### src/pkg/mrsx_consts.svh
// Constants of the rotate, subtract and skip execution datapath
// Operation
// RULE1 - Literal return pops PC from stack, loads immediate into accumulator, flags kept.
// RULE2 - Interrupt exit pops PC and sets global interrupt enable, flags kept.
// RULE3 - Interrupt pending at interrupt exit is serviced before main program resumes.
// RULE4 - Rotate left memory: bit 7 into bit 0, written back, no flags.
// RULE5 - Rotate left to accumulator: same rotation into accumulator, memory kept, no flags.
// RULE6 - Rotate left via carry: bit 7 to carry, carry to bit 0, memory.
// RULE7 - Rotate left via carry to accumulator: result in accumulator, carry from bit 7.
// RULE8 - Rotate right memory: bit 0 into bit 7, written back, no flags.
// RULE9 - Rotate right to accumulator: rotation into accumulator, memory kept, no flags.
// RULE10 - Rotate right via carry: bit 0 to carry, carry to bit 7, memory.
// RULE11 - Rotate right via carry to accumulator: result in accumulator, carry from bit 0.
// RULE12 - Subtract with borrow: acc minus mem minus not carry into accumulator, flags update.
// RULE13 - Memory form of subtract with borrow writes difference to memory, same flags.
// RULE14 - Decrement memory, write back, skip next when zero, no flags.
// RULE15 - Decrement to accumulator, memory kept, skip next when zero.
// RULE16 - Increment memory, write back, skip next when zero, no flags.
// RULE17 - Increment to accumulator, memory kept, skip next when zero.
// RULE18 - Conditional skip takes two cycles with a dummy; no skip continues normally.
// RULE19 - Bit test skips next when selected memory bit is nonzero, no flags.
// RULE20 - Byte set writes FFH; bit set forces one bit to 1; no flags.
// RULE21 - Plain subtract into accumulator or memory; carry clear when negative; flags update.
// RULE22 - Immediate subtract into accumulator with same flag rules.
// RULE23 - Nibble swap exchanges low and high nibbles of memory byte.
// RULE24 - Zero flag set on all-zero subtract result; non-skip ops take one cycle.
`ifndef MRSX_CONSTS_SVH
`define MRSX_CONSTS_SVH
`define MRSX_BYTE_ONES 8'hFF
`define MRSX_BYTE_ZERO 8'h00
`define MRSX_ONE 8'h01
`define MRSX_MSB 7
`define MRSX_HC_BIT 4
`define MRSX_PC_RST 13'h0000
`define MRSX_IRQ_VECTOR 13'h0004
`endif

### src/pkg/mrsx_pkg.sv
// Types of the rotate, subtract and skip execution datapath
package mrsx_pkg;
	typedef enum logic [4:0] {
		MRSX_OP_NOP = 5'h00,
		MRSX_OP_RET_LIT = 5'h01,
		MRSX_OP_IRQ_EXIT = 5'h02,
		MRSX_OP_ROL = 5'h03,
		MRSX_OP_ROL_A = 5'h04,
		MRSX_OP_ROLC = 5'h05,
		MRSX_OP_ROLC_A = 5'h06,
		MRSX_OP_ROR = 5'h07,
		MRSX_OP_ROR_A = 5'h08,
		MRSX_OP_RORC = 5'h09,
		MRSX_OP_RORC_A = 5'h0A,
		MRSX_OP_SBC_A = 5'h0B,
		MRSX_OP_SBC_M = 5'h0C,
		MRSX_OP_DSZ = 5'h0D,
		MRSX_OP_DSZ_A = 5'h0E,
		MRSX_OP_ISZ = 5'h0F,
		MRSX_OP_ISZ_A = 5'h10,
		MRSX_OP_BIT_SKIP = 5'h11,
		MRSX_OP_SET_BYTE = 5'h12,
		MRSX_OP_SET_BIT = 5'h13,
		MRSX_OP_SUB_A = 5'h14,
		MRSX_OP_SUB_M = 5'h15,
		MRSX_OP_SUB_IMM = 5'h16,
		MRSX_OP_SWAP = 5'h17
	} mrsx_op_t;

	typedef enum logic [1:0] {
		MRSX_ST_EXEC = 2'b00,
		MRSX_ST_DUMMY = 2'b01
	} mrsx_state_t;

	typedef struct packed {
		logic [4:0] opcode;
		logic [2:0] bit_sel;
		logic [7:0] literal;
		logic [7:0] mem_data;
	} mrsx_instr_t;
endpackage

### src/pkg/mrsx_stack_if.sv
// Carrier between the core and its return stack
`timescale 1ns/1ps
interface mrsx_stack_if #(parameter int PC_W = 13);
	logic push;
	logic pop;
	logic [PC_W-1:0] push_data;
	logic [PC_W-1:0] top_data;
	logic empty;
	modport core (output push, output pop, output push_data, input top_data, input empty);
	modport stack (input push, input pop, input push_data, output top_data, output empty);
endinterface

### src/mrsx_alu.sv
// Combinational result and flag logic for the rotate, subtract and skip group
`timescale 1ns/1ps
`include "mrsx_consts.svh"
module mrsx_alu (
	// Operands
	input wire mrsx_pkg::mrsx_op_t op,
	input wire logic [7:0] acc,
	input wire logic [7:0] mem,
	input wire logic [7:0] literal,
	input wire logic [2:0] bit_sel,
	input wire logic carry_in,
	// Results
	output logic [7:0] result,
	output logic to_acc,
	output logic to_mem,
	output logic carry_we,
	output logic arith_we,
	output logic carry_out,
	output logic ovf_out,
	output logic zero_out,
	output logic half_out,
	output logic skip
);
	import mrsx_pkg::*;
	logic [7:0] sub_b;
	logic borrow_in;
	logic [8:0] diff;
	logic [4:0] low_diff;
	logic [7:0] bit_mask;

	always_comb begin
		bit_mask = `MRSX_ONE << bit_sel;
		// Borrow is the inverted carry only for the with-borrow forms
		borrow_in = ((op == MRSX_OP_SBC_A) || (op == MRSX_OP_SBC_M)) ? ~carry_in : 1'b0;
		sub_b = (op == MRSX_OP_SUB_IMM) ? literal : mem;
		diff = {1'b0, acc} - {1'b0, sub_b} - {8'h00, borrow_in};
		low_diff = {1'b0, acc[3:0]} - {1'b0, sub_b[3:0]} - {4'h0, borrow_in};
		result = acc;
		to_acc = 1'b0;
		to_mem = 1'b0;
		carry_we = 1'b0;
		arith_we = 1'b0;
		carry_out = carry_in;
		skip = 1'b0;
		case (op)
			MRSX_OP_RET_LIT: begin
				result = literal; // see RULE1
				to_acc = 1'b1;
			end
			MRSX_OP_ROL, MRSX_OP_ROL_A: begin
				result = {mem[6:0], mem[`MRSX_MSB]}; // see RULE4 see RULE5
				to_mem = (op == MRSX_OP_ROL);
				to_acc = (op == MRSX_OP_ROL_A);
			end
			MRSX_OP_ROLC, MRSX_OP_ROLC_A: begin
				result = {mem[6:0], carry_in}; // see RULE6 see RULE7
				carry_out = mem[`MRSX_MSB];
				carry_we = 1'b1;
				to_mem = (op == MRSX_OP_ROLC);
				to_acc = (op == MRSX_OP_ROLC_A);
			end
			MRSX_OP_ROR, MRSX_OP_ROR_A: begin
				result = {mem[0], mem[7:1]}; // see RULE8 see RULE9
				to_mem = (op == MRSX_OP_ROR);
				to_acc = (op == MRSX_OP_ROR_A);
			end
			MRSX_OP_RORC, MRSX_OP_RORC_A: begin
				result = {carry_in, mem[7:1]}; // see RULE10 see RULE11
				carry_out = mem[0];
				carry_we = 1'b1;
				to_mem = (op == MRSX_OP_RORC);
				to_acc = (op == MRSX_OP_RORC_A);
			end
			MRSX_OP_SBC_A, MRSX_OP_SBC_M, MRSX_OP_SUB_A, MRSX_OP_SUB_M,
			MRSX_OP_SUB_IMM: begin
				result = diff[7:0]; // see RULE12 see RULE13 see RULE21 see RULE22
				carry_out = ~diff[8];
				carry_we = 1'b1;
				arith_we = 1'b1;
				to_mem = (op == MRSX_OP_SBC_M) || (op == MRSX_OP_SUB_M);
				to_acc = !to_mem;
			end
			MRSX_OP_DSZ, MRSX_OP_DSZ_A: begin
				result = mem - `MRSX_ONE; // see RULE14 see RULE15
				skip = (result == `MRSX_BYTE_ZERO);
				to_mem = (op == MRSX_OP_DSZ);
				to_acc = (op == MRSX_OP_DSZ_A);
			end
			MRSX_OP_ISZ, MRSX_OP_ISZ_A: begin
				result = mem + `MRSX_ONE; // see RULE16 see RULE17
				skip = (result == `MRSX_BYTE_ZERO);
				to_mem = (op == MRSX_OP_ISZ);
				to_acc = (op == MRSX_OP_ISZ_A);
			end
			MRSX_OP_BIT_SKIP: begin
				skip = |(mem & bit_mask); // see RULE19
			end
			MRSX_OP_SET_BYTE: begin
				result = `MRSX_BYTE_ONES; // see RULE20
				to_mem = 1'b1;
			end
			MRSX_OP_SET_BIT: begin
				result = mem | bit_mask; // see RULE20
				to_mem = 1'b1;
			end
			MRSX_OP_SWAP: begin
				result = {mem[3:0], mem[7:4]}; // see RULE23
				to_mem = 1'b1;
			end
			default: begin
				result = acc;
			end
		endcase
		// Signed overflow: operands differ in sign and result sign follows the subtrahend
		ovf_out = (acc[`MRSX_MSB] ^ sub_b[`MRSX_MSB]) & (diff[`MRSX_MSB] ^ acc[`MRSX_MSB]);
		zero_out = (diff[7:0] == `MRSX_BYTE_ZERO); // see RULE24
		half_out = ~low_diff[`MRSX_HC_BIT];
	end
endmodule

### src/mrsx_core.sv
// Execution core for return, rotate, subtract, skip, set and swap instructions
`timescale 1ns/1ps
`include "mrsx_consts.svh"
module mrsx_core #(
	parameter int PC_W = 13,
	parameter int STACK_DEPTH = 8
) (
	// Clock and reset
	input wire logic clk,
	input wire logic reset_n,
	// Instruction from fetch
	input wire logic instr_valid,
	input wire mrsx_pkg::mrsx_op_t instr_op,
	input wire logic [2:0] instr_bit,
	input wire logic [7:0] instr_literal,
	input wire logic [7:0] mem_rdata,
	input wire logic [PC_W-1:0] call_target,
	input wire logic call_req,
	// Interrupt request, level from same clock
	input wire logic irq_pending,
	// Data memory write
	output logic mem_we,
	output logic [7:0] mem_wdata,
	// Architectural state
	output logic [7:0] acc,
	output logic flag_carry,
	output logic signed_range_flag,
	output logic flag_zero,
	output logic half_carry_flag,
	output logic global_irq_enable,
	output logic [PC_W-1:0] pc,
	// Pipeline control
	output logic busy,
	output logic irq_taken
);
	import mrsx_pkg::*;

	typedef struct packed {
		logic [7:0] acc;
		logic c;
		logic ov;
		logic z;
		logic ac;
		logic gie;
		logic [PC_W-1:0] pc;
		mrsx_state_t st;
		logic we;
		logic [7:0] wdata;
		logic irq_tk;
	} mrsx_core_t;

	mrsx_core_t s_ff;
	mrsx_core_t nxt_s;

	logic [7:0] alu_res;
	logic alu_to_acc;
	logic alu_to_mem;
	logic alu_c_we;
	logic alu_ar_we;
	logic alu_c;
	logic alu_ov;
	logic alu_z;
	logic alu_ac;
	logic alu_skip;
	logic exec;
	logic ret_op;
	logic irq_enter;

	mrsx_stack_if #(.PC_W(PC_W)) stk ();

	mrsx_stack #(
		.PC_W(PC_W),
		.DEPTH(STACK_DEPTH)
	) u_stack (
		.clk(clk),
		.reset_n(reset_n),
		.st(stk)
	);

	mrsx_alu u_alu (
		.op(instr_op),
		.acc(s_ff.acc),
		.mem(mem_rdata),
		.literal(instr_literal),
		.bit_sel(instr_bit),
		.carry_in(s_ff.c),
		.result(alu_res),
		.to_acc(alu_to_acc),
		.to_mem(alu_to_mem),
		.carry_we(alu_c_we),
		.arith_we(alu_ar_we),
		.carry_out(alu_c),
		.ovf_out(alu_ov),
		.zero_out(alu_z),
		.half_out(alu_ac),
		.skip(alu_skip)
	);

	// Dummy cycle swallows any instruction presented while busy
	assign exec = instr_valid && (s_ff.st == MRSX_ST_EXEC);
	assign ret_op = exec && ((instr_op == MRSX_OP_RET_LIT) || (instr_op == MRSX_OP_IRQ_EXIT));
	// A call pushes the return address; returns pop it
	// Entering the handler from an exit keeps the popped address as its return point
	assign irq_enter = exec && (instr_op == MRSX_OP_IRQ_EXIT) && irq_pending;
	assign stk.push = (exec && call_req && !ret_op) || irq_enter;
	assign stk.push_data = irq_enter ? stk.top_data : s_ff.pc + PC_W'(1);
	assign stk.pop = ret_op;

	always_comb begin
		nxt_s = s_ff;
		nxt_s.we = 1'b0;
		nxt_s.wdata = s_ff.wdata;
		nxt_s.irq_tk = 1'b0;
		case (s_ff.st)
			MRSX_ST_EXEC: begin
				if (instr_valid) begin
					nxt_s.pc = s_ff.pc + PC_W'(1); // see RULE24
					if (call_req) begin
						nxt_s.pc = call_target;
					end
					if (instr_op == MRSX_OP_RET_LIT || instr_op == MRSX_OP_IRQ_EXIT) begin
						nxt_s.pc = stk.top_data; // see RULE1 see RULE2
					end
					if (instr_op == MRSX_OP_IRQ_EXIT) begin
						nxt_s.gie = 1'b1; // see RULE2
					end
					if (alu_to_acc) begin
						nxt_s.acc = alu_res;
					end
					if (alu_to_mem) begin
						nxt_s.we = 1'b1;
						nxt_s.wdata = alu_res;
					end
					if (alu_c_we) begin
						nxt_s.c = alu_c;
					end
					if (alu_ar_we) begin
						nxt_s.ov = alu_ov;
						nxt_s.z = alu_z;
						nxt_s.ac = alu_ac;
					end
					if (alu_skip) begin
						nxt_s.st = MRSX_ST_DUMMY; // see RULE18
					end
					// Pending request is taken right after the exit, before the main program
					if (instr_op == MRSX_OP_IRQ_EXIT && irq_pending) begin
						nxt_s.pc = PC_W'(`MRSX_IRQ_VECTOR); // see RULE3
						nxt_s.gie = 1'b0;
						nxt_s.irq_tk = 1'b1;
					end
				end
			end
			MRSX_ST_DUMMY: begin
				// Skipped instruction is fetched but not executed
				nxt_s.pc = s_ff.pc + PC_W'(1); // see RULE18
				nxt_s.st = MRSX_ST_EXEC;
			end
			default: begin
				nxt_s.st = MRSX_ST_EXEC;
			end
		endcase
	end

	always_ff @(posedge clk or negedge reset_n) begin
		if (!reset_n) begin
			s_ff <= '{acc: 8'h00, c: 1'b0, ov: 1'b0, z: 1'b0, ac: 1'b0, gie: 1'b0,
				pc: PC_W'(`MRSX_PC_RST), st: MRSX_ST_EXEC, we: 1'b0, wdata: 8'h00,
				irq_tk: 1'b0};
		end else begin
			s_ff <= nxt_s;
		end
	end

	assign acc = s_ff.acc;
	assign flag_carry = s_ff.c;
	assign signed_range_flag = s_ff.ov;
	assign flag_zero = s_ff.z;
	assign half_carry_flag = s_ff.ac;
	assign global_irq_enable = s_ff.gie;
	assign pc = s_ff.pc;
	assign mem_we = s_ff.we;
	assign mem_wdata = s_ff.wdata;
	assign busy = (s_ff.st == MRSX_ST_DUMMY);
	assign irq_taken = s_ff.irq_tk;

	// Returns and interrupt exit
	a_retlit_acc: assert property (@(posedge clk) disable iff (!reset_n) // see RULE1
		exec && instr_op == MRSX_OP_RET_LIT |=>
		acc == $past(instr_literal) && pc == $past(stk.top_data) &&
		flag_carry == $past(flag_carry) && flag_zero == $past(flag_zero))
		else $error("literal return did not load accumulator");
	a_exit_gie: assert property (@(posedge clk) disable iff (!reset_n) // see RULE2
		exec && instr_op == MRSX_OP_IRQ_EXIT && !irq_pending |=>
		global_irq_enable && pc == $past(stk.top_data))
		else $error("interrupt exit did not enable interrupts");
	a_exit_pend: assert property (@(posedge clk) disable iff (!reset_n) // see RULE3
		exec && instr_op == MRSX_OP_IRQ_EXIT && irq_pending |=>
		irq_taken && pc == PC_W'(`MRSX_IRQ_VECTOR))
		else $error("pending interrupt not serviced at exit");

	// Rotates
	a_rol_mem: assert property (@(posedge clk) disable iff (!reset_n) // see RULE4
		exec && instr_op == MRSX_OP_ROL |=>
		mem_we && mem_wdata == {$past(mem_rdata[6:0]), $past(mem_rdata[7])})
		else $error("rotate left wrong");
	a_rol_acc: assert property (@(posedge clk) disable iff (!reset_n) // see RULE5
		exec && instr_op == MRSX_OP_ROL_A |=>
		!mem_we && acc == {$past(mem_rdata[6:0]), $past(mem_rdata[7])})
		else $error("rotate left to accumulator wrong");
	a_rolc_mem: assert property (@(posedge clk) disable iff (!reset_n) // see RULE6
		exec && instr_op == MRSX_OP_ROLC |=> mem_we && flag_carry == $past(mem_rdata[7]) &&
		mem_wdata == {$past(mem_rdata[6:0]), $past(flag_carry)})
		else $error("rotate left through carry wrong");
	a_rolc_carry: assert property (@(posedge clk) disable iff (!reset_n) // see RULE7
		exec && instr_op == MRSX_OP_ROLC_A |=> flag_carry == $past(mem_rdata[7]) && !mem_we &&
		acc == {$past(mem_rdata[6:0]), $past(flag_carry)})
		else $error("rotate through carry wrong");
	a_ror_mem: assert property (@(posedge clk) disable iff (!reset_n) // see RULE8
		exec && instr_op == MRSX_OP_ROR |=>
		mem_we && mem_wdata == {$past(mem_rdata[0]), $past(mem_rdata[7:1])})
		else $error("rotate right wrong");
	a_ror_acc: assert property (@(posedge clk) disable iff (!reset_n) // see RULE9
		exec && instr_op == MRSX_OP_ROR_A |=>
		!mem_we && acc == {$past(mem_rdata[0]), $past(mem_rdata[7:1])})
		else $error("rotate right to accumulator wrong");
	a_rorc_mem: assert property (@(posedge clk) disable iff (!reset_n) // see RULE10
		exec && instr_op == MRSX_OP_RORC |=> mem_we && flag_carry == $past(mem_rdata[0]) &&
		mem_wdata == {$past(flag_carry), $past(mem_rdata[7:1])})
		else $error("rotate right through carry to memory wrong");
	a_rorc_acc: assert property (@(posedge clk) disable iff (!reset_n) // see RULE11
		exec && instr_op == MRSX_OP_RORC_A |=> !mem_we && flag_carry == $past(mem_rdata[0]) &&
		acc == {$past(flag_carry), $past(mem_rdata[7:1])})
		else $error("rotate right through carry wrong");

	// Subtractions
	a_sbc_acc: assert property (@(posedge clk) disable iff (!reset_n) // see RULE12
		exec && instr_op == MRSX_OP_SBC_A |=> !mem_we &&
		acc == 8'($past(acc) - $past(mem_rdata) - {7'h00, !$past(flag_carry)}))
		else $error("subtract with borrow wrong");
	a_sbc_mem: assert property (@(posedge clk) disable iff (!reset_n) // see RULE13
		exec && instr_op == MRSX_OP_SBC_M |=> mem_we && acc == $past(acc) &&
		mem_wdata == 8'($past(acc) - $past(mem_rdata) - {7'h00, !$past(flag_carry)}))
		else $error("subtract with borrow to memory wrong");
	a_sub_carry: assert property (@(posedge clk) disable iff (!reset_n) // see RULE21
		exec && instr_op == MRSX_OP_SUB_A |=>
		flag_carry == ($past(acc) >= $past(mem_rdata)))
		else $error("subtract carry wrong");
	a_difference_to_mem_mem: assert property (@(posedge clk) disable iff (!reset_n) // see RULE21
		exec && instr_op == MRSX_OP_SUB_M |=> mem_we && acc == $past(acc) &&
		mem_wdata == 8'($past(acc) - $past(mem_rdata)))
		else $error("subtract to memory wrong");
	a_subi_acc: assert property (@(posedge clk) disable iff (!reset_n) // see RULE22
		exec && instr_op == MRSX_OP_SUB_IMM |=> acc == 8'($past(acc) - $past(instr_literal)) &&
		flag_carry == ($past(acc) >= $past(instr_literal)))
		else $error("immediate subtract wrong");
	a_sub_zero: assert property (@(posedge clk) disable iff (!reset_n) // see RULE24
		exec && instr_op == MRSX_OP_SUB_IMM |=>
		flag_zero == ($past(acc) == $past(instr_literal)))
		else $error("zero flag wrong");

	// Skips, sets and swap
	a_dsz_mem: assert property (@(posedge clk) disable iff (!reset_n) // see RULE14
		exec && instr_op == MRSX_OP_DSZ |=> mem_we && busy == ($past(mem_rdata) == 8'h01) &&
		mem_wdata == 8'($past(mem_rdata) - 8'h01))
		else $error("decrement skip wrong");
	a_dsz_acc: assert property (@(posedge clk) disable iff (!reset_n) // see RULE15
		exec && instr_op == MRSX_OP_DSZ_A |=> !mem_we && busy == ($past(mem_rdata) == 8'h01) &&
		acc == 8'($past(mem_rdata) - 8'h01))
		else $error("decrement skip to accumulator wrong");
	a_isz_mem: assert property (@(posedge clk) disable iff (!reset_n) // see RULE16
		exec && instr_op == MRSX_OP_ISZ |=> mem_we && busy == ($past(mem_rdata) == 8'hFF) &&
		mem_wdata == 8'($past(mem_rdata) + 8'h01))
		else $error("increment skip wrong");
	a_isz_acc: assert property (@(posedge clk) disable iff (!reset_n) // see RULE17
		exec && instr_op == MRSX_OP_ISZ_A |=> !mem_we && busy == ($past(mem_rdata) == 8'hFF) &&
		acc == 8'($past(mem_rdata) + 8'h01))
		else $error("increment skip to accumulator wrong");
	a_skip_dummy: assert property (@(posedge clk) disable iff (!reset_n) // see RULE18
		exec && alu_skip |=>
		busy ##1 !busy)
		else $error("skip did not take two cycles");
	a_bit_skip: assert property (@(posedge clk) disable iff (!reset_n) // see RULE19
		exec && instr_op == MRSX_OP_BIT_SKIP |=>
		!mem_we && busy == $past(mem_rdata[instr_bit]))
		else $error("bit test skip wrong");
	a_set_byte: assert property (@(posedge clk) disable iff (!reset_n) // see RULE20
		exec && instr_op == MRSX_OP_SET_BYTE |=>
		mem_we && mem_wdata == 8'hFF && flag_carry == $past(flag_carry))
		else $error("byte set wrong");
	a_set_bit: assert property (@(posedge clk) disable iff (!reset_n) // see RULE20
		exec && instr_op == MRSX_OP_SET_BIT |=>
		mem_we && mem_wdata == ($past(mem_rdata) | (8'h01 << $past(instr_bit))))
		else $error("bit set wrong");
	a_swap_mem: assert property (@(posedge clk) disable iff (!reset_n) // see RULE23
		exec && instr_op == MRSX_OP_SWAP |=>
		mem_we && mem_wdata == {$past(mem_rdata[3:0]), $past(mem_rdata[7:4])})
		else $error("nibble swap wrong");

	c_skip: cover property (@(posedge clk) disable iff (!reset_n) exec && alu_skip);
	c_refused: cover property (@(posedge clk) disable iff (!reset_n) busy && instr_valid);
	c_exit_irq: cover property (@(posedge clk) disable iff (!reset_n) irq_taken);
	c_sbc_neg: cover property (@(posedge clk) disable iff (!reset_n)
		exec && instr_op == MRSX_OP_SBC_A && !alu_c);
endmodule

### src/mrsx_stack.sv
// Return address stack, top of stack read from the entry array at the current count minus one
`timescale 1ns/1ps
`include "mrsx_consts.svh"
module mrsx_stack #(
	parameter int PC_W = 13,
	parameter int DEPTH = 8
) (
	// Clock and reset
	input wire logic clk,
	input wire logic reset_n,
	// Stack port
	mrsx_stack_if.stack st
);
	localparam int PW = $clog2(DEPTH + 1);
	typedef struct packed {
		logic [DEPTH-1:0][PC_W-1:0] mem;
		logic [PW-1:0] cnt;
	} mrsx_stk_t;
	mrsx_stk_t stk_ff;
	mrsx_stk_t nxt_stk;

	always_comb begin
		nxt_stk = stk_ff;
		// Overflow writes the pushed address over the oldest entry while the count holds at DEPTH
		if (st.push && st.pop && stk_ff.cnt != '0) begin
			// Push with pop replaces the top entry, so the depth stays as it was
			nxt_stk.mem[(stk_ff.cnt - PW'(1)) % PW'(DEPTH)] = st.push_data;
		end else if (st.push) begin
			nxt_stk.mem[stk_ff.cnt % PW'(DEPTH)] = st.push_data;
			if (stk_ff.cnt != PW'(DEPTH)) begin
				nxt_stk.cnt = stk_ff.cnt + PW'(1);
			end
		end else if (st.pop && stk_ff.cnt != '0) begin
			nxt_stk.cnt = stk_ff.cnt - PW'(1);
		end
	end

	always_ff @(posedge clk or negedge reset_n) begin
		if (!reset_n) begin
			stk_ff <= '0;
		end else begin
			stk_ff <= nxt_stk;
		end
	end

	assign st.top_data = (stk_ff.cnt == '0) ? PC_W'(`MRSX_PC_RST) :
		stk_ff.mem[(stk_ff.cnt - PW'(1)) % PW'(DEPTH)];
	assign st.empty = (stk_ff.cnt == '0);
endmodule
### config.mk
export PLATFORM = sky130hd
export DESIGN_NAME = mrsx_core
export DESIGN_NICKNAME = d
export VERILOG_FILES = /design/src/pkg/mrsx_pkg.sv /design/src/pkg/mrsx_stack_if.sv /design/src/mrsx_alu.sv /design/src/mrsx_core.sv /design/src/mrsx_stack.sv
export VERILOG_INCLUDE_DIRS = /design/src /design/src/pkg
export SDC_FILE = /design/constraint.sdc
export NUM_CORES = 1
export LEC_CHECK = 0
export ABC_AREA = 1
export BUFFER_PORTS_ARGS = -buffer_cell sky130_fd_sc_hd__buf_2
export CAP_MARGIN = 20
export CORE_MARGIN = 10
export CORE_UTILIZATION = 45
export DETAILED_ROUTE_END_ITERATION = 12
export PLACE_DENSITY = 0.75
export SLEW_MARGIN = 20
export SYNTH_ARGS = -nofsm -noshare
export SYNTH_HDL_FRONTEND = slang
export SYNTH_SLANG_ARGS = --single-unit
### constraint.sdc
create_clock -name clk -period 2.4 [get_ports clk]
set_input_delay 0.24 -clock clk [delete_from_list [all_inputs] [get_ports clk]]
set_output_delay 0.24 -clock clk [all_outputs]
set_load 0.01 [all_outputs]
* After elaboration in Yosys (flattened, before gate mapping)
Cells that the tools add are included.
** Storage, ports and cells
- Input bits :: 42
- Word-level logic and storage cells :: 153
- Output and inout port bits :: 37
- Register bits after elaboration :: 146
** Cells by class
- Eq/ne operators :: 28
- Shifts and indexed selects :: 1
- Bitwise logic cells :: 9
- Reduce and logical (&&, ||, !) cells :: 47
- $lt $le $gt $ge :: 4
- Muxes and demuxes :: 35
- Add/sub/neg operators :: 9
** Operators by type and width (number)
- 104-bit bitwise mux :: 2
- 104-bit 2-to-1 mux :: 2
- 13-bit 2-to-1 mux :: 7
- 8-bit one-hot mux with 11 select lines :: 1
- 13-bit demux with 3-bit select :: 2
- 5-bit by 4-bit equality test with 1-bit output, second input constant :: 8
- 5-bit equality test, second input constant :: 8
- 13-bit binary-select mux with 3-bit select :: 1
- 13-bit one-hot mux with 2 select lines :: 1
- 25-bit 2-to-1 mux :: 1
- 8-bit logical NOT :: 3
- 5-bit by 3-bit equality test with 1-bit output, second input constant :: 4
- 1-bit one-hot mux with 8 select lines :: 2
- 3-bit AND reduction :: 5
- 14-bit 2-to-1 mux :: 1
- 13-bit by 1-bit adder with 13-bit output, second input constant :: 1
- 1-bit logical AND :: 12
- 4-bit 2-to-1 mux :: 3
- 2-bit OR reduction :: 6
- 5-bit by 2-bit equality test with 1-bit output, second input constant :: 2
- 10-bit 2-to-1 mux :: 1
- 9-bit 2-to-1 mux :: 1
- 9-bit OR reduction :: 1
- 8-bit by 8-bit subtractor with 9-bit output :: 1
- 35 further kinds :: 57

* Longest topological paths before layout
Gate-level depths: netlist (run 1).
- Word-level depth :: 10
- Depth in mapped cells :: 21
- Gate-level depth less buffers :: 20

* By module
A second synthesis (run 1) with hierarchy kept.
** Second synthesis, totals
- Cell total of the unflattened synthesis :: 1573
- Area, all modules :: 10770.3 um^2
** Modules (own cells, without submodules)
- mrsx_stack :: cells each 803, area each 6118.4 um^2, instances 1, seq. area each 2702.6 um^2
- mrsx_core :: cells each 383, area each 2670.1 um^2, instances 1, seq. area each 925.9 um^2
- mrsx_alu :: cells each 387, area each 1981.9 um^2, instances 1, seq. area each 0.0 um^2

* Worst setup path after synthesis (run 1)
Ideal clock, no wire load.
- Kind :: in2reg
- Start point :: input port instr_op[2]
- End point :: register s_ff (netlist bit mem_wdata[6])
- Setup time :: 118 ps
- Stages on the path :: 19
- Buffers on the path :: 1
- Data required time :: 2282 ps
- Slack :: -270 ps
- Arrival time :: 2552 ps
- Cells stage by stage :: inv_1 > nor2_2 > nand3_2 > clkbuf_1 > nor2_1 > a21oi_1 > fa_1 > fa_1 > nand2_1 > a21o_1 > nand2_1 > nand3_1 > nand2_1 > nand2_1 > inv_1 > nor2_1 > nand2_1 > nand2_1 > nand2_1
** Between the ends
- Word-level cells in the longest chain between the ends :: 5
- Elaborated cells between the ends (all ways) :: 38
- Those cells by class :: add/sub: 2; eq/ne: 21; mux: 4; reduce/logical: 11
** Ends and longest elaborated chain
- from (decl) :: RTL line mrsx_core.sv:13 : input wire mrsx_pkg::mrsx_op_t instr_op,
- 5-bit equality test, or another cell as far along :: RTL line mrsx_alu.sv:35, mrsx_alu.sv:45
- 8-bit 2-to-1 mux / 1-bit logical OR (equally long branches) :: RTL line mrsx_alu.sv:35, mrsx_alu.sv:34
- 8-bit by 8-bit subtractor with 9-bit output / 1-bit 2-to-1 mux (equally long branches) :: RTL line mrsx_alu.sv:36, mrsx_alu.sv:34
- 9-bit by 1-bit subtractor with 9-bit output :: RTL line mrsx_alu.sv:36 : diff = {1'b0, acc} - {1'b0, sub_b} - {8'h00, borrow_in};
- 8-bit one-hot mux with 11 select lines :: RTL line mrsx_alu.sv:45 : case (op)
- to (signal assigned) :: RTL line mrsx_core.sv:166 : s_ff <= '{acc: 8'h00, c: 1'b0, ov: 1'b0, z: 1'b0, ac: 1'b0, gie: 1'b0,
- to (signal assigned) :: RTL line mrsx_core.sv:170 : s_ff <= nxt_s;
- to (decl) :: RTL line mrsx_core.sv:52 : mrsx_core_t s_ff;
Parallel ways exist; a longest one is shown, timed or not.
A chain may end at the register's enable or synchronous reset.

* Final worst setup path (run 1)
- Start point :: register u_stack.stk_ff[0] in the netlist's numbering
- End point :: register u_stack.stk_ff[50] in the netlist's numbering
** Between the ends
- Word-level cells in the longest chain between the ends :: 8
- Elaborated cells between the ends (all ways) :: 23
- Those cells by class :: add/sub: 1; order compare: 4; mux: 12; reduce/logical: 6
** Ends and longest elaborated chain
- from (decl) :: RTL line mrsx_stack.sv:19 : mrsx_stk_t stk_ff;
- from (signal assigned) :: RTL line mrsx_stack.sv:42 : stk_ff <= nxt_stk;
- 4-bit by 1-bit subtractor with 4-bit output :: RTL line mrsx_stack.sv:27, mrsx_stack.sv:47
- 13-bit binary-select mux with 3-bit select :: RTL line mrsx_stack.sv:47 : stk_ff.mem[(stk_ff.cnt - PW'(1)) % PW'(DEPTH)];
- 13-bit 2-to-1 mux (implied by the code) :: RTL line mrsx_stack.sv:47
- 13-bit 2-to-1 mux :: RTL line mrsx_stack.sv:46 : assign st.top_data = (stk_ff.cnt == '0) ? PC_W'(`MRSX_PC_RST) :
- 13-bit 2-to-1 mux :: RTL line mrsx_core.sv:106 : assign stk.push_data = irq_enter ? stk.top_data : s_ff.pc + PC_W'(1);
- 104-bit bitwise mux :: RTL line mrsx_stack.sv:29 : nxt_stk.mem[stk_ff.cnt % PW'(DEPTH)] = st.push_data;
- 104-bit 2-to-1 mux :: RTL line mrsx_stack.sv:28 : end else if (st.push) begin
- 104-bit 2-to-1 mux :: RTL line mrsx_stack.sv:25 : if (st.push && st.pop && stk_ff.cnt != '0) begin
Parallel ways exist; a longest one is shown, timed or not. The select of a mux whose other input is x is not followed.

==> results.md, run 1 <==
- Fraction of layout cells with a size suffix above 1: 0.1717
- Dominant cells by area after synthesis: sky130_fd_sc_hd__dfrtp_1, sky130_fd_sc_hd__nand2_1, sky130_fd_sc_hd__nand3_1, sky130_fd_sc_hd__o21ai_0, sky130_fd_sc_hd__inv_1
- Clock latency reported for the late side of the worst-skew pair: roughly 0.43 ns
- Min setup slack post-route: about 0.13 ns
- Number of detailed-routing iterations run before antenna repair: 5
- Total negative slack for setup checks: 0 ns
- Most instantiated flip-flop cell in the synthesis netlist: sky130_fd_sc_hd__dfrtp_1
- DRC violations left: 0
- Total of flip-flops plus latches after synthesis: approximately 150
- Std-Cell Rows: between 50 and 60
- Remaining antenna violation count after routing: 0
- Hold_ws: about 0.16 ns
- Overall routing resource usage: 0.2176
- LEAKAGE: 6.215 nW
- Count of flip-flops with a built-in enable after synthesis: 0
- Pwr dens: 1169 mW/mm²
- Proportion of synthesized flip-flops having asynchronous set or reset: 1.000
- Total nets after synthesis: roughly 1600
- Share of the synthesized area in the top cell type: 0.3622
- Remaining max-slew budget at the tightest pin: 0.6535
- IO Port Bufs: 78
- DRT iter0 DRCs: roughly 940
- Ratio of routed vias to standard cells: about 5.4
- Outcome: finished clean
- Worst-case reg-to-reg path depth: 10
- Slew @ Worst Pin: between 0.5 and 0.6 ns
- Final routed wire length divided by cell count: between 15 and 20 µm
- Initial antenna violation count: 0
- CTS clock-pin slew for the worst setup and hold paths: approximately 0.070 ns
- Maximum number of pins on one net before global-route repair: approximately 110
- Final total power: approximately 0.014 W
- Part of the cycle the worst path needs: 0.9441
- Total number of H-tree levels: 4
- Detailed-route wire length: between 30 and 40 mm
- Library cell with the largest summed area after synthesis: sky130_fd_sc_hd__dfrtp_1
- Hold Fails Final Rpt: 0
- Diode count: 0
- Setup crit start kind: flip-flop
- Met3 Track Usage GR: 0.04701
- Number of distinct library cells after synthesis: 47
- Highest achievable clock rate: around 440 MHz
- Fin. max-slew vios: 0
- Effective utilization at floorplan: 0.4576
- Number of placed I/O pins: 79
- Fin crit period: between 2 and 2.5 ns
- Mean instance size in the synthesized netlist: ~6.6 µm²
- Number of sinks handled by clock tree synthesis: 145
- Post-detail-place hpwl: approximately 23 mm
- Number of standard cells after synthesis: about 1500
- Crit path capture type: flip-flop
- Nets@finish: 1684
- Clock tree from TritonCTS: built
- Critical path arrival: between 2 and 3 ns
- Layout Area Growth over Synthesis: 18.06%
- Worst hold path endpoint: pc[7]
- Number of max-cap violations: 0
- Hold/Removal Path Class: in -> reg
- Critical setup path kind: reg -> reg
- Critical path fanouts, max: 9
- RSZ-0062 raised after global routing: yes
- Vertical extent of the die: about 170 µm
- Sequential cell area fraction in the yosys report: 0.3622
- Width of the die: 169.2 µm
- Max VDD drop: approximately 1000 µV
- Fraction of met2 tracks used by global routing: 0.3281
- Wire length of the first global-routing pass: approximately 51 mm
- Global Route met1 Usage: 0.3065
- Required time at the worst-slack endpoint: 2.71 ns
- Routed via count: 10280
- Final standard cell utilization of the core: 0.5403
- Via count of the first global-routing pass: roughly 9600
- Highest-utilization routing layer at the global route stage: met2
- Hold Startpoint: call_target[7]
- R2R Path End: u_stack.stk_ff[50]
- Clock buffer count from CTS: 17
- Clock Root Buffer: sky130_fd_sc_hd__clkbuf_16
- Yosys warning total: 0
- Number of cells on the worst hold path: 5
- Final setup violation count: 0
- Post-Route Skew: ~0.011 ns
- Reg-to-Reg Start: u_stack.stk_ff[0]
- DIE AREA: approximately 0.029 mm²
- Sum of overflow across all layers after global routing: 0
- Total standard cell area after synthesis: 0.01002 mm²
- Worst slack at placement: -0.2739 ns
- Core Box Area: ~0.022 mm²
- Reg2Reg Setup Slack: around 0.13 ns
- Gpl congestion: 0.9746
- Maximum root-to-sink buffer count: 2
==> placed cells by master (no fill, tap or decap), drive strengths merged, types with 10 or more instances in the layout <==
master,instances
nand2,598
buf,182
inv,152
dfrtp,145
o21ai,139
nand3,114
nor2,111
a21oi,33
nand4,23
ha,22
nor3,18
clkbuf,17
xor2,15
o211ai,10
==> synth_stat cells (15+ instances only) <==
library cell / number
sky130_fd_sc_hd__nor2_1: 101
sky130_fd_sc_hd__o21ai_0: 111
sky130_fd_sc_hd__nor3_1: 18
sky130_fd_sc_hd__buf_4: 34
sky130_fd_sc_hd__clkbuf_1: 29
sky130_fd_sc_hd__dfrtp_1: 145
sky130_fd_sc_hd__o21ai_1: 25
sky130_fd_sc_hd__nand3_1: 112
sky130_fd_sc_hd__ha_1: 22
sky130_fd_sc_hd__nand4_1: 22
sky130_fd_sc_hd__buf_2: 20
sky130_fd_sc_hd__nand2_1: 589
sky130_fd_sc_hd__xor2_1: 15
sky130_fd_sc_hd__a21oi_1: 33
sky130_fd_sc_hd__inv_1: 131
==> repair_timing <==
item / in CTS / in global routing
endpoints found under the hold margin: 51 / 0
resized for setup: 0 / 20
setup endpoints to repair: 0 / 76
hold buffers: 1 / 0
setup buffers: 0 / 4
==> metal layers <==
layer	up-vias	wire [µm]
li1	4992	-
met1	4783	14070
met5	-	0
met3	44	2743
met2	456	13940
met4	0	603
==> critical path, stage by stage, from the launching register on <==
cell and delay [ns]:
sky130_fd_sc_hd__dfrtp_2 0.39, sky130_fd_sc_hd__clkinv_2 0.10, sky130_fd_sc_hd__ha_1 0.22, sky130_fd_sc_hd__or2_1 0.26, sky130_fd_sc_hd__nand2_4 0.15, sky130_fd_sc_hd__buf_4 0.17, sky130_fd_sc_hd__mux2_2 0.37, sky130_fd_sc_hd__nand3_1 0.09
sky130_fd_sc_hd__o21ai_2 0.15, sky130_fd_sc_hd__nand2_1 0.13, sky130_fd_sc_hd__o21ai_0 0.11
==> logic make-up (layout without fill, tap and decap cells) <==
kind of cell / Yosys count / after routing / synth area share
buffers and inverters: 237 / 361 / 0.1100
adder cells (fa/ha/maj): 24 / 24 / 0.03147
multiplexers: 3 / 3 / 0.003247
AND/OR/NAND/NOR: 874 / 874 / 0.3639
XOR/XNOR: 19 / 19 / 0.01661
flip-flops: 145 / 145 / 0.3622
AO/OA/AOI/OAI: 205 / 205 / 0.1125
==> how the worst max path moves through the flow <==
stage,start,to,slack (ns),cells after the start
after floorplan,instr_op[2],mem_wdata[6],-0.01,19
after global placement,instr_op[1],acc[7],-0.18,21
after detailed placement,instr_op[1],acc[7],-0.27,21
after CTS,u_stack.stk_ff[0],u_stack.stk_ff[96],0.009,12
after global routing,instr_op[1],mem_wdata[7],-0.02,21
final,u_stack.stk_ff[0],u_stack.stk_ff[50],0.13,10
==> final cells by class <==
type                            instances  area [µm²]
Timing Repair Buffer                  183        1313
Sequential cell                       145        3632
Inverter                              146       551.8
Multi-Input combinational cell       1125        5394
Clock buffer                           17       425.4
Clock inverter                         15       161.4
Fill cell                            2100       10060
Tap cell                              280       350.3
==> registers in the layout (all words and copies together) (netlist names) <==
name,cells
irq_taken,1
mem_we,1
u_stack.stk_ff,108
signed_range_flag,1
global_irq_enable,1
pc,13
flag_zero,1
acc,8
s_ff,1
flag_carry,1
mem_wdata,8
half_carry_flag,1
==> report_power, final <==
group	internal (W)	total [W]	switching, W
sequential	0.00348	0.00403	0.000555
clock	0.00148	0.00270	0.00122
combinational	0.00268	0.00709	0.00441
==> through the flow <==
step                cells  instance area [µm²]
floorplan            1507                10080
global placement     1874                11140
detailed placement   1874                11140
CTS                  1907                11740
global route         1911                11830
finish               1911                11830
No activity file was read; power rests on OpenSTA's default activity.
==> inputs of run 2 (changes only) <==
--- a/config.mk
+++ b/config.mk
@@ -9,10 +9,12 @@
 export ABC_AREA = 1
 export BUFFER_PORTS_ARGS = -buffer_cell sky130_fd_sc_hd__buf_2
 export CAP_MARGIN = 20
+export CELL_PAD_IN_SITES_DETAIL_PLACEMENT = 1
+export CELL_PAD_IN_SITES_GLOBAL_PLACEMENT = 1
 export CORE_MARGIN = 10
-export CORE_UTILIZATION = 45
+export CORE_UTILIZATION = 40
 export DETAILED_ROUTE_END_ITERATION = 12
-export PLACE_DENSITY = 0.75
+export PLACE_DENSITY = 0.88
 export SLEW_MARGIN = 20
 export SYNTH_ARGS = -nofsm -noshare
 export SYNTH_HDL_FRONTEND = slang
==> results.md, run 2 (same netlist as run 1, synthesis figures left out) <==
- Post-placement cell area: 0.01123 mm² (+0.81%)
- Overall routing resource usage: 0.2560 (+0.03843)
- Diode count: 0 (unchanged)
- Cells traversed along the worst timing path: buf_2 -> inv_2 -> nor2_4 -> nand3_4 -> nor2_4 -> a21oi_2 -> fa_2 -> inv_2 -> ha_4 -> nand2_1 -> nand3_2 -> nand2_2 -> nand3_1 -> nand2_1 -> nand2_2 -> nand2_1 -> nand3_1 -> nor2_1 -> nand3_1 -> nand2_1 -> nand2_1
- Commonest cells after routing, fill and taps aside: sky130_fd_sc_hd__nand2_1, sky130_fd_sc_hd__dfrtp_1, sky130_fd_sc_hd__inv_1
- Clock latency reported for the late side of the worst-skew pair: 0.45 ns (+0.02 ns)
- Vertical extent of the die: 178.3 µm (+5.4%)
- Max VDD drop: 716.0 µV (-31%)
- Clock Root Buffer: sky130_fd_sc_hd__clkbuf_16
- Setup crit start kind: input pin
- Required time at the worst-slack endpoint: 2.74 ns (+0.03 ns)
- Number of placed I/O pins: 79 (unchanged)
- Critical path arrival: 2.85 ns (+0.28 ns)
- Hold/Removal Path Class: in -> reg
- Routed via count: 11480 (+12%)
- Sum of overflow across all layers after global routing: 0 (unchanged)
- Critical path fanouts, max: 7 (-2)
- Final total power: 0.01534 W (+11%)
- Post-detail-place hpwl: 27.29 mm (+18%)
- Initial antenna violation count: 0 (unchanged)
- Critical path's largest stage delay: 0.41 ns (+0.02 ns)
- Nets@finish: 1697 (+0.77%)
- Highest achievable clock rate: 398.3 MHz (-9.7%)
- Register bank with the most flops: u_stack.stk_ff
- Outcome: finished, violations left
- Effective utilization at floorplan: 0.4095 (-0.04810)
- R2R Path End: mem_wdata[7]
- Number of detailed-routing iterations run before antenna repair: 5 (unchanged)
- DRC violations left: 0 (unchanged)
- Maximum root-to-sink buffer count: 2 (unchanged)
- Number of sinks handled by clock tree synthesis: 145 (unchanged)
- Slew @ Worst Pin: 0.5626 ns (+0.04281 ns)
- Layout Area Growth over Synthesis: 20.36%
- Std-Cell Rows: 57 (+5.6%)
- Core Box Area: 0.02446 mm² (+12%)
- Number of cells on the worst hold path: 5 (unchanged)
- Detailed-route wire length: 43.82 mm (+40%)
- Worst hold path endpoint: pc[7]
- Fin crit period: 2.511 ns (+0.2448 ns)
- Via count of the first global-routing pass: 12180 (+26%)
- Pwr dens: 1272 mW/mm² (+8.8%)
- Violated checks: setup timing
- Hold Fails Final Rpt: 0 (unchanged)
- Clock tree from TritonCTS: built
- Slowest stage cell, crit path: sky130_fd_sc_hd__fa_2
- Reg-to-Reg Start: acc[5]
- Gpl congestion: 0.9523 (-2.3%)
- Worst path most repeated cell: sky130_fd_sc_hd__nand2_1
- Final routed wire length divided by cell count: 22.27 µm (+36%)
- Most common cell after layout, fill and taps aside: sky130_fd_sc_hd__nand2_1
- Clock buffer count from CTS: 17 (unchanged)
- Top cell family by delay on the critical path: simple AND/OR/NAND/NOR gates
- Crit path capture type: flip-flop
- RSZ-0062 raised after global routing: yes
- CTS clock-pin slew for the worst setup and hold paths: 0.07 ns (about the same)
- Fin. max-slew vios: 0 (unchanged)
- DIE AREA: 0.03178 mm² (+11%)
- Critical setup path kind: in -> reg
- Number of buffers and inverters on the critical path: 3 (+1)
- Final setup violation count: 6 (+6)
- LEAKAGE: 6.282 nW (+1.1%)
- Remaining max-slew budget at the tightest pin: 0.6210 (-0.03250)
- Part of the cycle the worst path needs: 1.046 (+0.1020)
- Maximum number of pins on one net before global-route repair: 108 (unchanged)
- Reg2Reg Setup Slack: -0.10 ns (-0.23 ns)
- Remaining antenna violation count after routing: 0 (unchanged)
- IO Port Bufs: 78 (unchanged)
- Post-Route Skew: 0.01172 ns (+0.0005689 ns)
- Wire length of the first global-routing pass: 64.76 mm (+27%)
- Flip-flop count of the largest register after layout: 108 (unchanged)
- Worst-case reg-to-reg path depth: 16 (+6)
- Hold Startpoint: call_target[7]
- Fraction of layout cells with a size suffix above 1: 0.1892 (+0.01750)
- Total number of H-tree levels: 4 (unchanged)
- Number of max-cap violations: 0 (unchanged)
- DRT iter0 DRCs: 1094 (+17%)
- Min setup slack post-route: -0.1106 ns (-0.2448 ns)
- Width of the die: 178.3 µm (+5.4%)
- Ratio of routed vias to standard cells: 5.832 (+8.5%)
- Post-route standard cell area excluding fillers: 0.01206 mm² (+1.9%)
run 2: cell count changes in the layout (fill, tap and decap cells not counted), moves of 2 or more:
cell	before	now
sky130_fd_sc_hd__buf_4	94	105
sky130_fd_sc_hd__a21oi_2	1	6
sky130_fd_sc_hd__a21oi_1	31	27
sky130_fd_sc_hd__nor2_1	98	94
sky130_fd_sc_hd__nor2_2	5	9
sky130_fd_sc_hd__inv_1	129	126
sky130_fd_sc_hd__nand2_1	583	580
sky130_fd_sc_hd__nand2_2	12	15
sky130_fd_sc_hd__buf_12	10	8
sky130_fd_sc_hd__buf_6	1	3
sky130_fd_sc_hd__inv_4	1	3
run 2: how the worst max path moves through the flow:
stage                      start            endpoint  slack (ns)  depth (start not counted)
5_1_grt              instr_op[1]        mem_wdata[7]       -0.22                         21
3_5_place_dp         instr_op[1]              acc[5]       -0.31                         20
6_report             instr_op[1]        mem_wdata[7]       -0.11                         21
3_3_place_gp         instr_op[2]              acc[5]       -0.13                         20
2_1_floorplan        instr_op[2]        mem_wdata[6]       -0.01                         19
4_1_cts        u_stack.stk_ff[0]  u_stack.stk_ff[52]        0.02                         13
run 2: layer usage:
layer / global-route usage / up-vias / wire length [µm]
met5: 0 / - / 0
met4: 0.1164 / 0 / 2177
met3: 0.05899 / 195 / 3407
met2: 0.4296 / 634 / 20900
met1: 0.3062 / 5631 / 17340
li1: - / 5018 / -
run 2: cell type report:
cell class,count,area (µm²)
Clock buffer,17,425.4
Clock inverter,15,188.9
Fill cell,3185,12400
Inverter,146,556.8
Multi-Input combinational cell,1127,5473
Sequential cell,145,3631
Tap cell,324,405.4
Timing Repair Buffer,194,1378
run 2: stage by stage:
stage	util	hold slack (ns)	TNS [ns]	std cells	setup slack (ns)
after floorplan	-	-0.05559	-0.02411	1507	-0.01248
after global placement	0.4590	0.2011	-1.052	1926	-0.1345
after detailed placement	0.4590	0.1992	-3.247	1926	-0.3071
after CTS	0.4855	0.1600	0	1961	0.01597
after global routing	0.4929	0.2304	-1.908	1968	-0.2180
final	0.4929	0.1688	-0.2520	1968	-0.1106
run 2: timing repair:
item / 4_1_cts / 5_1_grt
pin swaps: 1 / 7
hold endpoints to repair: 38 / 0
resized for setup: 4 / 38
setup endpoints to repair: 49 / 100
gates cloned: 1 / 1
hold buffers: 1 / 0
buffers inserted: 1 / 6
run 2: worst reg2reg max path, delay by kind of cell (launching register included):
family                   cells  cell delay, ns
adder cells (fa/ha/maj)      2            0.62
flip-flops                   1            0.45
buffers and inverters        3            0.21
AND/OR/NAND/NOR             11            1.10
run 2: power by group:
group	total (W)	internal [W]	switching (W)
Sequential	0.00415	0.00348	0.000676
Clock	0.00289	0.00159	0.00131
Combinational	0.00829	0.00292	0.00537
Total	0.0153	0.00798	0.00735
